<file path="src/hdl/adcs_pkg.sv">
// adcs_pkg: register map, field positions, reset values and sequencer states
// of the input-mode and channel sequencer; shared by adcs_seq, adcs_ahb and the bench.
package adcs_pkg;

  localparam int          ADCS_DW        = 32;
  localparam int          ADCS_AW        = 12;
  localparam int          ADCS_NCH       = 8;
  localparam int          ADCS_CW        = 3;

  // register byte offsets
  localparam logic [11:0] ADCS_CTRL_OFS  = 12'h000;
  localparam logic [11:0] ADCS_SHADOW_OFS = 12'h004;
  localparam logic [11:0] ADCS_STAT_OFS  = 12'h008;

  // control register fields
  localparam int          ADCS_ADDR_LSB  = 0;
  localparam int          ADCS_SHSEL_BIT = 3;
  localparam int          ADCS_SEQ_BIT   = 4;
  localparam int          ADCS_CFG0_BIT  = 5;
  localparam int          ADCS_CFG1_BIT  = 6;
  localparam int          ADCS_CTRL_W    = 7;

  // status register fields
  localparam int          ADCS_ST_CH_LSB  = 0;
  localparam int          ADCS_ST_POS_LSB = 3;
  localparam int          ADCS_ST_NEG_LSB = 6;
  localparam int          ADCS_ST_GND_BIT = 9;
  localparam int          ADCS_ST_FSM_LSB = 10;

  // reset values
  localparam logic [6:0]  ADCS_CTRL_RST  = 7'h00;
  localparam logic [7:0]  ADCS_SHADOW_RST = 8'h00;

  // fixed input numbers
  localparam logic [2:0]  ADCS_SHARED_NEG = 3'h7;
  localparam logic [2:0]  ADCS_FIRST_CH   = 3'h0;

  // input configuration codes {bit one, bit zero}
  localparam logic [1:0]  ADCS_CFG_SE    = 2'b00;
  localparam logic [1:0]  ADCS_CFG_DIFF  = 2'b10;
  localparam logic [1:0]  ADCS_CFG_PSP   = 2'b01;
  localparam logic [1:0]  ADCS_CFG_PS7   = 2'b11;

  // selection codes {sequence bit, shadow-select bit}
  localparam logic [1:0]  ADCS_SEL_DIRECT = 2'b00;
  localparam logic [1:0]  ADCS_SEL_PROG   = 2'b01;
  localparam logic [1:0]  ADCS_SEL_KEEP   = 2'b10;
  localparam logic [1:0]  ADCS_SEL_CONSEC = 2'b11;

  typedef enum logic [2:0] {
    ADCS_ST_DIRECT = 3'b001,
    ADCS_ST_PROG   = 3'b010,
    ADCS_ST_CONSEC = 3'b100
  } adcs_state_e;

endpackage : adcs_pkg

</file>
<file path="src/hdl/adcs_seq.sv">
// adcs_seq: input-mode decode and channel sequencer with its register file.
// assumes: conv_done and conv_busy come from the converter core on hclk.
//
// How it works
// - config bits 00 give eight single-ended inputs against analog ground.
// - config zero clear, one set gives four fully differential pairs.
// - config 0,1 gives four pseudo pairs and 1,1 seven pseudo inputs.
// - in the seven-input mode every input is measured against input 7.
// - selection bits 00 convert the channel in the last address field.
// - selection 0,1 runs through exactly the channels set in a non-empty shadow.
// - after shadow load the lowest enabled channel goes first, then up.
// - after the highest enabled channel the pointer wraps to the lowest.
// - writes with selection 1,0 keep a sequence, any other code ends it.
// - selection 1,1 sweeps from channel 0 to the address field, repeating.
// - the first conversion after a sweep start is on channel 0.
//
// Our own choices: the AHB-Lite slave port and the address map.
`timescale 1ns/100ps
module adcs_seq
  import adcs_pkg::*;
(
  // clock and reset
  input  wire logic               hclk,
  input  wire logic               hresetn,
  // ahb-lite slave
  input  wire logic               hsel,
  input  wire logic [1:0]         htrans,
  input  wire logic               hwrite,
  input  wire logic [2:0]         hsize,
  input  wire logic [ADCS_AW-1:0] haddr,
  input  wire logic [ADCS_DW-1:0] hwdata,
  input  wire logic               hready,
  output logic                    hreadyout,
  output logic                    hresp,
  output logic      [ADCS_DW-1:0] hrdata,
  // converter core
  input  wire logic               conv_done,
  input  wire logic               conv_busy,
  // analog multiplexer select
  output logic      [ADCS_CW-1:0] positive_analog_input,
  output logic      [ADCS_CW-1:0] negative_analog_input,
  output logic                    negative_is_agnd,
  output logic      [ADCS_CW-1:0] channel_id
);

  logic               wr_en;
  logic [ADCS_AW-1:0] reg_addr;
  logic [ADCS_DW-1:0] wr_data;
  logic [ADCS_DW-1:0] rd_data;

  adcs_ahb u_ahb (
    .hclk      (hclk),
    .hresetn   (hresetn),
    .hsel      (hsel),
    .htrans    (htrans),
    .hwrite    (hwrite),
    .hsize     (hsize),
    .haddr     (haddr),
    .hwdata    (hwdata),
    .hready    (hready),
    .hreadyout (hreadyout),
    .hresp     (hresp),
    .hrdata    (hrdata),
    .wr_en     (wr_en),
    .reg_addr  (reg_addr),
    .wr_data   (wr_data),
    .rd_data   (rd_data)
  );

  logic [ADCS_CTRL_W-1:0] ctrl_r, ctrl_nxt;
  logic [ADCS_NCH-1:0]    shadow_r, shadow_nxt;
  adcs_state_e            state_r, state_nxt;
  logic [ADCS_CW-1:0]     chan_r, chan_nxt;
  logic [ADCS_CW-1:0]     last_r, last_nxt;
  logic [ADCS_CW-1:0]     pos_r, pos_nxt;
  logic [ADCS_CW-1:0]     neg_r, neg_nxt;
  logic                   gnd_r, gnd_nxt;
  logic [ADCS_CW-1:0]     cid_r, cid_nxt;

  logic                   wr_ctrl, wr_shadow;
  logic [1:0]             wsel;
  logic [ADCS_CW-1:0]     waddr;
  logic [1:0]             cfg;
  logic [ADCS_CW-1:0]     low_ch, high_ch, nxt_ch;
  logic                   any_ch;

  adcs_next_ch #(
    .N  (ADCS_NCH),
    .CW (ADCS_CW)
  ) u_next (
    .mask    (shadow_r),
    .cur     (chan_r),
    .lowest  (low_ch),
    .highest (high_ch),
    .next    (nxt_ch),
    .any     (any_ch)
  );

  assign wr_ctrl = wr_en && (reg_addr == ADCS_CTRL_OFS);
  assign wr_shadow = wr_en && (reg_addr == ADCS_SHADOW_OFS);
  assign wsel    = {wr_data[ADCS_SEQ_BIT], wr_data[ADCS_SHSEL_BIT]};
  assign waddr   = wr_data[ADCS_ADDR_LSB +: ADCS_CW];
  // codes are {bit one, bit zero}; swapping them mixes up the pair modes
  assign cfg     = {ctrl_r[ADCS_CFG1_BIT], ctrl_r[ADCS_CFG0_BIT]};

  // register file and sequencer next state
  always_comb begin
    ctrl_nxt  = wr_ctrl ? wr_data[ADCS_CTRL_W-1:0] : ctrl_r;
    shadow_nxt = wr_shadow ? wr_data[ADCS_NCH-1:0] : shadow_r;
    state_nxt = state_r;
    chan_nxt  = chan_r;
    last_nxt  = last_r;
    if (wr_ctrl) begin
      case (wsel)
        ADCS_SEL_DIRECT: begin
          state_nxt = ADCS_ST_DIRECT;
          chan_nxt  = waddr;
        end
        ADCS_SEL_PROG: begin
          state_nxt = ADCS_ST_PROG;
          if (any_ch) begin
            chan_nxt = low_ch;
          end
        end
        ADCS_SEL_CONSEC: begin
          state_nxt = ADCS_ST_CONSEC;
          chan_nxt  = ADCS_FIRST_CH;
          last_nxt  = waddr;
        end
        default: begin
          state_nxt = state_r;
        end
      endcase
    end else if (wr_shadow && state_r == ADCS_ST_PROG) begin
      // a fresh shadow load restarts from its lowest channel
      if (|wr_data[ADCS_NCH-1:0]) begin
        chan_nxt = ADCS_CW'(0);
        for (int i = ADCS_NCH - 1; i >= 0; i--) begin
          if (wr_data[i]) begin
            chan_nxt = ADCS_CW'(i);
          end
        end
      end
    end else if (conv_done) begin
      case (state_r)
        ADCS_ST_PROG: begin
          if (any_ch) begin
            chan_nxt = nxt_ch;
          end
        end
        ADCS_ST_CONSEC: begin
          chan_nxt = (chan_r == last_r) ? ADCS_FIRST_CH
                                        : chan_r + 3'h1;
        end
        ADCS_ST_DIRECT: begin
          chan_nxt = chan_r;
        end
        default: begin
          state_nxt = ADCS_ST_DIRECT;
        end
      endcase
    end
  end

  // multiplexer decode; frozen while the converter holds a sample
  always_comb begin
    pos_nxt = pos_r;
    neg_nxt = neg_r;
    gnd_nxt = gnd_r;
    cid_nxt = cid_r;
    if (!conv_busy) begin
      cid_nxt = chan_r;
      case (cfg)
        ADCS_CFG_SE: begin
          pos_nxt = chan_r;
          neg_nxt = chan_r;
          gnd_nxt = 1'b1;
        end
        ADCS_CFG_DIFF, ADCS_CFG_PSP: begin
          pos_nxt = {chan_r[1:0], 1'b0};
          neg_nxt = {chan_r[1:0], 1'b1};
          gnd_nxt = 1'b0;
        end
        ADCS_CFG_PS7: begin
          pos_nxt = chan_r;
          neg_nxt = ADCS_SHARED_NEG;
          gnd_nxt = 1'b0;
        end
        default: begin
          gnd_nxt = 1'b1;
        end
      endcase
    end
  end

  always_ff @(posedge hclk or negedge hresetn) begin
    if (!hresetn) begin
      ctrl_r  <= ADCS_CTRL_RST;
      shadow_r <= ADCS_SHADOW_RST;
      state_r <= ADCS_ST_DIRECT;
      chan_r  <= ADCS_FIRST_CH;
      last_r  <= ADCS_FIRST_CH;
      pos_r   <= ADCS_FIRST_CH;
      neg_r   <= ADCS_FIRST_CH;
      gnd_r   <= 1'b1;
      cid_r   <= ADCS_FIRST_CH;
    end else begin
      ctrl_r  <= ctrl_nxt;
      shadow_r <= shadow_nxt;
      state_r <= state_nxt;
      chan_r  <= chan_nxt;
      last_r  <= last_nxt;
      pos_r   <= pos_nxt;
      neg_r   <= neg_nxt;
      gnd_r   <= gnd_nxt;
      cid_r   <= cid_nxt;
    end
  end

  // unmapped offsets read as zero and ignore writes
  always_comb begin
    rd_data = '0;
    case (reg_addr)
      ADCS_CTRL_OFS: rd_data[ADCS_CTRL_W-1:0] = ctrl_r;
      ADCS_SHADOW_OFS: rd_data[ADCS_NCH-1:0]  = shadow_r;
      ADCS_STAT_OFS: begin
        rd_data[ADCS_ST_CH_LSB +: ADCS_CW]  = chan_r;
        rd_data[ADCS_ST_POS_LSB +: ADCS_CW] = pos_r;
        rd_data[ADCS_ST_NEG_LSB +: ADCS_CW] = neg_r;
        rd_data[ADCS_ST_GND_BIT]            = gnd_r;
        rd_data[ADCS_ST_FSM_LSB +: 3]       = state_r;
      end
      default: rd_data = '0;
    endcase
  end

  assign positive_analog_input = pos_r;
  assign negative_analog_input = neg_r;
  assign negative_is_agnd      = gnd_r;
  assign channel_id            = cid_r;
endmodule : adcs_seq

</file>
<file path="src/hdl/adcs_next_ch.sv">
// adcs_next_ch: finds the lowest set bit of a channel mask and the next set
// bit above a given channel, wrapping to the lowest.
// assumes: purely combinational, mask and channel from the same clock.
`timescale 1ns/100ps
module adcs_next_ch #(
  parameter int N  = 8,
  parameter int CW = 3
) (
  // channel mask and present channel
  input  wire logic [N-1:0]  mask,
  input  wire logic [CW-1:0] cur,
  // results
  output logic      [CW-1:0] lowest,
  output logic      [CW-1:0] highest,
  output logic      [CW-1:0] next,
  output logic               any
);

  // one mask bit per channel code, so the pointer can never leave the mask
  if (N != (1 << CW)) begin : g_bad_size
    $error("adcs_next_ch: N must be 2**CW");
  end

  logic          found;
  logic [CW-1:0] above;

  always_comb begin
    lowest  = '0;
    highest = '0;
    above   = '0;
    found   = 1'b0;
    any     = |mask;
    for (int i = N - 1; i >= 0; i--) begin
      if (mask[i]) begin
        lowest = CW'(i);
        if (i > int'(cur)) begin
          above = CW'(i);
          found = 1'b1;
        end
      end
    end
    for (int i = 0; i < N; i++) begin
      if (mask[i]) begin
        highest = CW'(i);
      end
    end
    next = found ? above : lowest;
  end

endmodule : adcs_next_ch

</file>
<file path="src/hdl/adcs_ahb.sv">
// adcs_ahb: AHB-Lite slave front end; turns bus transfers into a register
// write strobe and a word address, and registers the read data.
// assumes: single slave, so hready equals our hreadyout; response always OKAY.
`timescale 1ns/100ps
module adcs_ahb
  import adcs_pkg::*;
(
  // clock and reset
  input  wire logic               hclk,
  input  wire logic               hresetn,
  // ahb-lite slave
  input  wire logic               hsel,
  input  wire logic [1:0]         htrans,
  input  wire logic               hwrite,
  input  wire logic [2:0]         hsize,
  input  wire logic [ADCS_AW-1:0] haddr,
  input  wire logic [ADCS_DW-1:0] hwdata,
  input  wire logic               hready,
  output logic                    hreadyout,
  output logic                    hresp,
  output logic      [ADCS_DW-1:0] hrdata,
  // register side
  output logic                    wr_en,
  output logic      [ADCS_AW-1:0] reg_addr,
  output logic      [ADCS_DW-1:0] wr_data,
  input  wire logic [ADCS_DW-1:0] rd_data
);

  logic               wr_pend_r, wr_pend_nxt;
  logic [1:0]         rd_ph_r, rd_ph_nxt;
  logic [ADCS_AW-1:0] addr_r, addr_nxt;
  logic [ADCS_DW-1:0] rdata_r, rdata_nxt;
  logic               take;

  // read data phase lasts two cycles so a write just before is visible
  always_comb begin
    take        = hsel && htrans[1] && hready;
    wr_pend_nxt = take && hwrite;
    addr_nxt    = take ? {haddr[ADCS_AW-1:2], 2'b00} : addr_r;
    rd_ph_nxt   = 2'b00;
    if (take && !hwrite) begin
      rd_ph_nxt = 2'b01;
    end else if (rd_ph_r == 2'b01) begin
      rd_ph_nxt = 2'b10;
    end
    rdata_nxt   = (rd_ph_r == 2'b01) ? rd_data : rdata_r;
  end

  always_ff @(posedge hclk or negedge hresetn) begin
    if (!hresetn) begin
      wr_pend_r <= 1'b0;
      rd_ph_r   <= 2'b00;
      addr_r    <= '0;
      rdata_r   <= '0;
    end else begin
      wr_pend_r <= wr_pend_nxt;
      rd_ph_r   <= rd_ph_nxt;
      addr_r    <= addr_nxt;
      rdata_r   <= rdata_nxt;
    end
  end

  assign hreadyout = (rd_ph_r != 2'b01);
  assign hresp     = 1'b0;
  assign hrdata    = rdata_r;
  assign wr_en     = wr_pend_r;
  assign reg_addr  = addr_r;
  assign wr_data   = hwdata;

endmodule : adcs_ahb

</file>
<file path="config.mk">
export PLATFORM = sky130hd
export DESIGN_NAME = adcs_seq
export DESIGN_NICKNAME = d
export VERILOG_FILES = /design/src/hdl/adcs_pkg.sv /design/src/hdl/adcs_seq.sv /design/src/hdl/adcs_next_ch.sv /design/src/hdl/adcs_ahb.sv
export SDC_FILE = /design/constraint.sdc
export NUM_CORES = 1
export LEC_CHECK = 0
export BUFFER_PORTS_ARGS = -buffer_cell sky130_fd_sc_hd__clkbuf_2
export CAP_MARGIN = 20
export CORE_MARGIN = 5
export CORE_UTILIZATION = 61
export CTS_BUF_LIST = sky130_fd_sc_hd__clkbuf_2
export DETAILED_ROUTE_END_ITERATION = 7
export PLACE_DENSITY = 0.88
export SLEW_MARGIN = 20
export SYNTH_ARGS = -nofsm -noshare
export SYNTH_HDL_FRONTEND = slang
export SYNTH_HIERARCHICAL = 1
export SYNTH_SLANG_ARGS = --single-unit
</file>
<file path="constraint.sdc">
create_clock -name hclk -period 5.4 [get_ports hclk]
set_input_delay 0.27 -clock hclk [delete_from_list [all_inputs] [get_ports hclk]]
set_output_delay 0.27 -clock hclk [all_outputs]
set_load 0.005 [all_outputs]
</file>
After elaboration in Yosys (flattened, before gate mapping)
Cells that the tools add are included.
Cells by class
  $add $sub $neg: 1
  magnitude comparators: 7
  equality and inequality tests: 19
  mux-type cells: 67
  reductions and logical operators: 23
Operators with widths (number)
  two-way mux 3 bit: 42
  one-hot mux 3 bit (3 select lines): 3
  one-hot mux 7 bit (3 select lines): 1
  OR reduction 8 bit: 2
  two-way mux 1 bit: 14
  > comparator 3 bit, first input constant: 4
  logical NOT 12 bit: 1
  one-hot mux 3 bit (2 select lines): 2
  == test 10 x 1 -> 1 bit, second input constant: 1
  == test 10 x 2 -> 1 bit, second input constant: 1
  logical AND 1 bit: 7
  == test 2 x 1 -> 1 bit, second input constant: 3
  == test 2 bit, second input constant: 3
  > comparator 2 x 3 -> 1 bit, first input constant: 2
  AND reduction 6 bit: 1
  OR reduction 3 bit: 2
  two-way mux 5 bit: 1
  logical NOT 2 bit: 2
  two-way mux 2 bit: 2
  != test 2 x 1 -> 1 bit, second input constant: 2
  != test 4 x 1 -> 1 bit, second input constant: 1
  != test 4 x 3 -> 1 bit, second input constant: 1
  one-hot mux 1 bit (2 select lines): 2
  AND reduction 4 bit: 1
  other kinds (15): 16
Storage, ports and cells
  flip-flop bits (word level): 60
  bits of input ports: 56
  output and inout port bits: 44
  word-level logic and storage cells: 130

Longest topological paths before layout
Gate-level depths: netlist of run 1.
  word-level depth: 21
  gate-level depth with buffers: 10
  mapped depth without buffers: 9

Cells and area by module
The synthesis of run 1 kept the hierarchy.
Modules (own cells, without submodules)
  adcs_ahb: times used 1, cells each 134, area an instance 2085.8 µm², seq. area each 1126.1 µm²
  adcs_seq: times used 1, cells each 232, area an instance 2059.5 µm², seq. area each 853.3 µm²
  adcs_next_ch: times used 1, cells each 52, area an instance 337.8 µm², seq. area each 0.0 µm²

Worst setup path before layout of run 1
OpenSTA, ideal clock, no wires.
  path type: reg-to-reg
  start: register u_ahb.addr_r[9], in the netlist u_ahb/reg_addr[9]
  end: register chan_r[1]
  library setup time: 125 ps
  data arrival time: 2067 ps
  required time: 5275 ps
  slack: 3208 ps
  cell stages (with the launch flop): 7
  period minus slack after synthesis: 2192 ps
  path through: dfrtp_1 > or4_4 > or4_1 > buf_2 > a221oi_1 > a21oi_1 > mux2_2
Between the ends
  longest elaborated chain between the ends: 5
  elaborated cells between the ends (all ways): 14
  classes of those cells: 5 x eq/ne; 2 x mux; 7 x reduce/logical
RTL lines
  start, declared: line adcs_ahb.sv:31  | logic [ADCS_AW-1:0] addr_r, addr_nxt;
  start signal, assigned: line adcs_ahb.sv:58  | addr_r <= addr_nxt;
  == test 10 x 1 -> 1 bit: line adcs_seq.sv:100  | assign wr_shadow = wr_en && (reg_addr == ADCS_SHADOW_OFS);
  logical AND 1 bit: line adcs_seq.sv:100
  logical AND 1 bit: line adcs_seq.sv:134  | end else if (wr_shadow && state_r == ADCS_ST_PROG) begin
  != test 4 x 3 -> 1 bit (no line), or another cell as far along
  AND reduction 6 bit (no line) / two-way mux 3 bit (equally long branches)
  end signal, assigned: line adcs_seq.sv:211  | chan_r <= chan_nxt;
  end, declared: line adcs_seq.sv:73  | logic [ADCS_CW-1:0] chan_r, chan_nxt;
Parallel ways exist; a longest one is shown, timed or not.
A chain may end at the register's enable or synchronous reset.

Worst setup path after layout of run 1
  start: register u_ahb.addr_r[3], in the netlist u_ahb/reg_addr[3]
  end: register chan_r[1]
The elaborated chain is that of the path after synthesis.

==> metrics.cfg, run 1 <==
[drt]
wl_microns = 9290
drt_iter0_markers = 169
drc = 0
vias = 3191
avgViaCountPerCell = 5.54
drtPass1Iterations = 4
antenna_left = 0
wl_per_cell_microns = 16.1

[grt]
antenna_found_initial = 0
grt_overflow = 0
grt_pass1_wl_microns = 15000
grt.total_usage_pct = 21.6
grt_max_degree = 80
grt_pass1_vias = 3153

[critical_path]
critPathMaxFanout = 13
arrival_ns = 3.29
path_class = reg2reg
slowest_delay_ns = 0.70
required_ns = 5.88
end_kind = register
start_kind = register
cpMaxStageDelayCell = or4b_1
cp_cell_sequence = or4b_1 > nor4_4 > mux2i_1 > and3_1 > mux2_2

[finish]
antenna-diode-count = 0
fin_util_pct = 72.4
layout_common_cells = dfrtp_1 (77), clkbuf_2 (76), nand2_1 (33)
layout_commonest_cell = dfrtp_1
area_delta_synth_final_pct = 14.9
fin_nets = 534
final_layout_size_suffix_gt1_share_pct = 31.0
fillCellCount = 504
final_area_sq_mm = 0.00492

[clocking]
cts_tree = built
cts_setup_buffers = 0
clockRootBuffer = clkbuf_2
post_cts.resized_instances = 0
cts_buffer_depth = 2
clock_latency_ns = 0.58
cts_max_level = 3
path_clk_slew_ns = 0.27
cts_buffers = 9
holdBufCountCts = 16
clkSinkCount = 79

[power_and_ir_drop]
total_power_w = 0.00130
power.density_mw_per_mm2 = 264
pwr-share-seq_pct = 55.1
power.leakage_nw = 2.48
p_clk_share_pct = 27.5
p_int_w = 0.000896
switching_power_w = 0.000400
ir_drop_mv = 0.190
netSwitchingFraction_pct = 30.9
power_frac_comb_pct = 17.4

[timing]
setup_viol = 0
clock.fmax_mhz = 356
slew_headroom_pct = 35.3
whs_ns = 0.00190
worstMarginPinSlew_ns = 0.970
period_share_pct = 52.0
min_period_ns = 2.81
rsz0062_at_grt = false
skew_ns = 0.0287
hold_viol = 0
maxSlewViolCount = 0
setup_tns_ns = 0

[die]
start_util_pct = 63.0
fp-row-count = 30
pin_count = 100
core_region_area_sq_mm = 0.00679
die_height_microns = 93.7
dieArea_sq_mm = 0.00879
die_w_microns = 93.7

[yosys]
syn_avg_cell_area_sq_um = 11.0
netlist_instances = 390
netlist_area_sq_mm = 0.00428
yosysWarnings = 6

[run]
drv_cap = 0

[placement]
dpl.hpwl_microns = 6470
gp_congestion = 0.861
portBuffers = 68
place_area_sq_mm = 0.00458

[worst_hold_path]
min_path_type = in2reg

[status]
status = finished, final reports clean

## layout make-up
class                      count  area [sq um]  share of cell area (%)
timing repair buffer          88           543                    11.0
inverter                      13          48.8                   0.993
sequential                    79          1980                    40.3
tap                           96           120                    2.44
multi-input combinational    284          2090                    42.6
clock buffer                   9          45.0                   0.916
clock inverter                 7          86.3                    1.76
## critical path, delay by kind of cell (launching register included)
kind	cells	cell delay (ns)
muxes	2	0.63
DFF	1	0.57
and+or+nand+nor	3	1.51
## flip-flops by register name, summed over array words and instances, names as in the netlist, 3 cells and up
signal / count
positive_analog_input: 3
ctrl_r: 7
last_r: 3
negative_analog_input: 3
channel_id: 3
shadow_r: 8
u_ahb/reg_addr: 10
chan_r: 3
state_r: 3
u_ahb/hrdata: 32
## metal layers
metal / track usage [%] / vias to the layer above / wire, microns
met3: 4.89 / 9 / 562
met4: 6.98 / 0 / 85
met2: 35.4 / 97 / 4490
li1: - / 1527 / -
met1: 28.5 / 1558 / 4140
met5: 0 / - / 0
## stage by stage
step                cells  setup WS (ns)
floorplan             410           3.21
global placement      540           2.43
detailed placement    540           2.35
CTS                   572           2.27
global route          576           2.42
finish                576           2.59
## path summary, 6_finish.rpt
path / end / cells after the start / slack [ns] / start
setup / recovery: chan_r[1] / 5 / 2.59 / u_ahb/reg_addr[3]
hold / removal: ctrl_r[5] / 3 / 0.002 / hwdata[5]
setup reg to reg: chan_r[1] / 5 / 2.59 / u_ahb/reg_addr[3]
hold reg to reg: ctrl_r[2] / 2 / 0.51 / ctrl_r[2]
max in group asynchronous: last_r[2] / 2 / 4.42 / hresetn
min in group asynchronous: channel_id[0] / 2 / 0.33 / hresetn
## power groups by stage
| stage | Clock [W] | Combinational, W | Sequential, W |
|---|---|---|---|
| after floorplan | 0 | 0.000154 | 0.000699 |
| after global placement | 0 | 0.000202 | 0.000716 |
| after detailed placement | 0 | 0.000211 | 0.000722 |
| after CTS | 0.000356 | 0.000222 | 0.000711 |
| after global routing | 0.000385 | 0.000246 | 0.000723 |
| final | 0.000357 | 0.000225 | 0.000714 |
No activity file was read; power rests on OpenSTA's default activity.
==> inputs of run 2 (changes only) <==
--- a/config.mk
+++ b/config.mk
@@ -8,10 +8,10 @@
 export BUFFER_PORTS_ARGS = -buffer_cell sky130_fd_sc_hd__clkbuf_2
 export CAP_MARGIN = 20
 export CORE_MARGIN = 5
-export CORE_UTILIZATION = 61
+export CORE_UTILIZATION = 51
 export CTS_BUF_LIST = sky130_fd_sc_hd__clkbuf_2
 export DETAILED_ROUTE_END_ITERATION = 7
-export PLACE_DENSITY = 0.88
+export PLACE_DENSITY = 0.79
 export SLEW_MARGIN = 20
 export SYNTH_ARGS = -nofsm -noshare
 export SYNTH_HDL_FRONTEND = slang
==> constraint.sdc (replaced) <==
create_clock -name hclk -period 2.29 [get_ports hclk]
set_input_delay 0.1145 -clock hclk [delete_from_list [all_inputs] [get_ports hclk]]
set_output_delay 0.1145 -clock hclk [all_outputs]
set_load 0.005 [all_outputs]
==> run 2 against run 1 <==
Against the previous run: fmax up 23%; sequential power increased by 130%; sequential share of layout area is 2.2 points lower; final area is 5.8% higher; wire length up 4.9%; critical path depth unchanged; global-route usage down 1.9 points; die area rose by 17%; worst hold slack better by 0.092 ns; sequential cell count unchanged; non-clock buffer count increased by 28; largest cell class unchanged.
==> metrics.cfg, run 2 (same netlist as run 1, synthesis figures left out) <==
[die]
pin_count = 100
dieArea_sq_mm = 0.0103
core_region_area_sq_mm = 0.00818
die_height_microns = 102
die_w_microns = 102
start_util_pct = 52.3
fp-row-count = 33

[clocking]
clockRootBuffer = clkbuf_2
cts_buffers = 9
path_clk_slew_ns = 0.24
cts_tree = built
clkSinkCount = 79
clock_latency_ns = 0.54
cts_buffer_depth = 2
cts_max_level = 3

[grt]
grt.total_usage_pct = 19.7
grt_pass1_wl_microns = 16100
grt_pass1_vias = 3331
antenna_found_initial = 0
grt_max_degree = 50
grt_overflow = 0

[critical_path]
start_kind = register
critPathMaxFanout = 4
arrival_ns = 2.74
path_class = reg2reg
required_ns = 2.74
end_kind = register

[placement]
gp_congestion = 0.908
portBuffers = 68
dpl.hpwl_microns = 7070
place_area_sq_mm = 0.00473

[timing]
slew_headroom_pct = 57.8
maxSlewViolCount = 0
skew_ns = 0.0420
period_share_pct = 100
rsz0062_at_grt = true
setup_tns_ns = 0
whs_ns = 0.0937
clock.fmax_mhz = 437
setup_viol = 0
hold_viol = 0
min_period_ns = 2.29
worstMarginPinSlew_ns = 0.634

[drt]
avgViaCountPerCell = 5.39
drtPass1Iterations = 4
wl_microns = 9740
vias = 3307
drc = 0
wl_per_cell_microns = 15.9
antenna_left = 0
drt_iter0_markers = 168

[power_and_ir_drop]
power.density_mw_per_mm2 = 603
power.leakage_nw = 2.64
ir_drop_mv = 0.414

[finish]
largest_reg_flops = 32
fillCellCount = 646
area_delta_synth_final_pct = 21.6
final_area_sq_mm = 0.00520
multi_input_area_sq_mm = 0.00212
fin_nets = 562
antenna-diode-count = 0
layout_common_cells = dfrtp_1 (77), clkbuf_2 (77), nand2_1 (32)
final_layout_size_suffix_gt1_share_pct = 34.8
fin_util_pct = 63.6
regArea_sq_mm = 0.00198

[run]
drv_cap = 0

[status]
status = finished, final reports clean

[worst_hold_path]
min_path_type = in2async

==> run 2: routing by layer <==
| metal | vias to the layer above | part of all wire (%) | GRT usage [%] |
|---|---|---|---|
| li1 | 1574 | - | - |
| met1 | 1598 | 44 | 26.5 |
| met2 | 111 | 48 | 31.9 |
| met3 | 24 | 5.7 | 3.24 |
| met4 | 0 | 2.4 | 7.67 |
| met5 | - | 0 | 0 |
==> run 2: worst max-delay path: stages, from the launching register on <==
cell	delay, ns
dfrtp_1	0.46
or4_4	0.57
nor4_4	0.34
mux2i_2	0.29
and3_4	0.25
mux2_4	0.30
==> run 2: through the flow <==
| stage | power [W] | setup WS (ns) | std cells |
|---|---|---|---|
| after floorplan | 0.00201 | 0.0985 | 410 |
| after global placement | 0.00219 | 0.0659 | 566 |
| after detailed placement | 0.00223 | 0.00730 | 566 |
| after CTS | 0.00315 | 0.00552 | 608 |
| after global routing | 0.00330 | -0.0820 | 613 |
| final | 0.00314 | 0.000941 | 613 |
==> run 2: path summary, 6_finish.rpt <==
| kind | from | endpoint | slack [ns] | cells after the start |
|---|---|---|---|---|
| worst max-delay path | u_ahb/reg_addr[6] | chan_r[2] | 0.0009 | 5 |
| min in group hclk | hsel | u_ahb/rd_ph_r[0] | 0.17 | 3 |
| worst max register to register | u_ahb/reg_addr[6] | chan_r[2] | 0.0009 | 5 |
| worst min-delay path | hresetn | u_ahb/hrdata[29] | 0.09 | 2 |
| worst min register to register | ctrl_r[2] | ctrl_r[2] | 0.49 | 2 |
| max in group asynchronous | hresetn | negative_is_agnd | 1.50 | 3 |
==> run 2: timing repair <==
| item | 4_1_cts | 5_1_grt |
|---|---|---|
| resized for setup | 3 | 6 |
| hold buffers | 25 | 0 |
| setup buffers | 1 | 5 |
| endpoints found under the hold margin | 105 | 0 |
| endpoints found under the setup margin | 2 | 8 |
| pin swaps | 1 | 3 |
==> run 2: final cells by class <==
type                    instances  share of cell area, %
multi-input cells             284                   40.8
clock buffers                  10                  0.962
flip-flops and latches         79                   38.0
clock inverters                 6                   1.73
repair buffers                116                   15.0
inverters                      13                  0.938
well taps                     105                   2.53
==> run 2: report_power, final <==
part           leakage [nW]  switching [W]  total [W]  internal (W)
logic                  1.55       0.000273   0.000598      0.000326
clock network        0.0850       0.000510   0.000885      0.000375
registers              1.01       0.000118    0.00166       0.00154
==> inputs of run 3 (changes only) <==
--- a/config.mk
+++ b/config.mk
@@ -11,7 +11,9 @@
 export CORE_UTILIZATION = 51
 export CTS_BUF_LIST = sky130_fd_sc_hd__clkbuf_2
 export DETAILED_ROUTE_END_ITERATION = 7
+export GPL_ROUTABILITY_DRIVEN = 0
 export PLACE_DENSITY = 0.79
+export REMOVE_ABC_BUFFERS = 1
 export SLEW_MARGIN = 20
 export SYNTH_ARGS = -nofsm -noshare
 export SYNTH_HDL_FRONTEND = slang
==> run 3 against run 2 <==
Against the previous run: count of clock-buffer cells in the layout shrank 1; largest power group unchanged; critical path type unchanged; worst hold slack improved by 0.033 ns; clock power down 6.9%; non-clock buffer count shrank 3; clock skew grew 0.0022 ns; combinational power down 1%; die area unchanged.
==> metrics.cfg, run 3 (same netlist as run 1, synthesis figures left out) <==
[worst_hold_path]
min_from = hsel
min_path_type = in2reg
whs_path_depth = 3
hold-path-endpoint = u_ahb/wr_en

[critical_path]
cp_cell_sequence = or4_4 > nor4_4 > mux2i_1 > and3_4 > mux2_4
r2r_start = u_ahb/reg_addr[4]
rr_endpoint = chan_r[1]
ff2ff_path_depth = 5
critPathMaxFanout = 4
end_kind = register
critPathBufInv = 0
required_ns = 2.73
arrival_ns = 2.71
slowest_delay_ns = 0.58
start_kind = register
crit_family = simple AND/OR/NAND/NOR gates
path_class = reg2reg
rrSetupSlack_ns = 0.02
cpMaxStageDelayCell = or4_4

[finish]
area_delta_synth_final_pct = 21.2
layout_common_cells = clkbuf_2 (76), dfrtp_1 (75), nand2_1 (33)
fillCellCount = 666
antenna-diode-count = 0
regArea_sq_mm = 0.00198
layout_commonest_cell = clkbuf_2
final_layout_size_suffix_gt1_share_pct = 35.2
largest_reg_flops = 32
fin_nets = 559
multi_input_area_sq_mm = 0.00215

[drt]
drt_iter0_markers = 229
drtPass1Iterations = 6
wl_microns = 9830
antenna_left = 0
drc = 0
wl_per_cell_microns = 16.1
vias = 3356
avgViaCountPerCell = 5.50

[clocking]
cts_tree = built
cts_buffer_depth = 2
clockRootBuffer = clkbuf_2
cts_buffers = 9
cts_max_level = 3
clkSinkCount = 79
clock_latency_ns = 0.54
path_clk_slew_ns = 0.27

[grt]
gr-usage-met1_pct = 25.0
use_met2_pct = 33.2
grt_pass1_vias = 3362
grt_overflow = 0
grtUsageMet3_pct = 4.55
grt_max_degree = 80
grt.total_usage_pct = 19.7
busiest_layer = met2
antenna_found_initial = 0
grt_pass1_wl_microns = 16200

[die]
die_w_microns = 102
core_region_area_sq_mm = 0.00818
die_height_microns = 102
dieArea_sq_mm = 0.0103
pin_count = 100
start_util_pct = 52.3
fp-row-count = 33

[timing]
clock.fmax_mhz = 440
skew_ns = 0.0441
min_period_ns = 2.27
period_share_pct = 99.3
slew_headroom_pct = 54.1
setup_tns_ns = 0
worstMarginPinSlew_ns = 0.689
maxSlewViolCount = 0
hold_viol = 0
setup_viol = 0
rsz0062_at_grt = true

[placement]
dpl.hpwl_microns = 6770
portBuffers = 68

[power_and_ir_drop]
power.leakage_nw = 2.61
ir_drop_mv = 0.263
power.density_mw_per_mm2 = 593
total_power_w = 0.00307

[run]
drv_cap = 0

[status]
status = finished, final reports clean

## run 3: report_power, final
group / internal, W / switching [W] / total, W
Sequential: 0.00154 / 0.000120 / 0.00166
Clock: 0.000274 / 0.000550 / 0.000824
Combinational: 0.000321 / 0.000270 / 0.000592
## run 3: how the worst max path moves through the flow
| stage | start | to | slack, ns | depth (start not counted) |
|---|---|---|---|---|
| after floorplan | u_ahb/reg_addr[3] | chan_r[1] | -0.29 | 5 |
| after global placement | u_ahb/reg_addr[9] | chan_r[2] | 0.05 | 5 |
| after detailed placement | u_ahb/reg_addr[9] | chan_r[1] | 0.02 | 5 |
| after CTS | u_ahb/reg_addr[9] | chan_r[1] | 0.0002 | 5 |
| after global routing | u_ahb/reg_addr[4] | chan_r[1] | -0.08 | 5 |
| final | u_ahb/reg_addr[4] | chan_r[1] | 0.02 | 5 |
## run 3: layer usage
metal | part of all wire (%) | wire length [microns]
met1 | 42 | 4080
met2 | 48 | 4750
met3 | 7.8 | 770
met4 | 2.4 | 231
met5 | 0 | 0
## run 3: what timing repair did
item / 4_1_cts / 5_1_grt
hold endpoints to repair: 118 / 0
buffers inserted: 0 / 4
pin swaps: 0 / 4
hold buffers: 25 / 0
resized for setup: 4 / 9
setup endpoints to repair: 2 / 8
## run 3: area by class of cell
cell class,count,share of cell area (%)
clock inverters,7,1.62
repair buffers,113,14.4
well taps,105,2.53
multi-input cells,284,41.4
flip-flops and latches,79,38.2
inverters,13,0.941
clock buffers,9,0.869
## run 3: worst register-to-register path, cell delays in order, from the launching register on
cell     delay (ns)
dfrtp_1        0.45
or4_4          0.58
nor4_4         0.32
mux2i_1        0.27
and3_4         0.25
mux2_4         0.30
## run 3: stage by stage
stage | util (%) | instances | area [sq um] | setup slack (ns) | hold slack [ns]
after floorplan | - | 376 | 4110 | -0.293 | -0.181
after global placement | 57.6 | 565 | 4710 | 0.0475 | 0.284
after detailed placement | 57.6 | 565 | 4710 | 0.0163 | 0.289
after CTS | 62.5 | 606 | 5110 | 0.000226 | 0.0852
after global routing | 63.4 | 610 | 5180 | -0.0823 | 0.113
final | 63.4 | 610 | 5180 | 0.0160 | 0.127
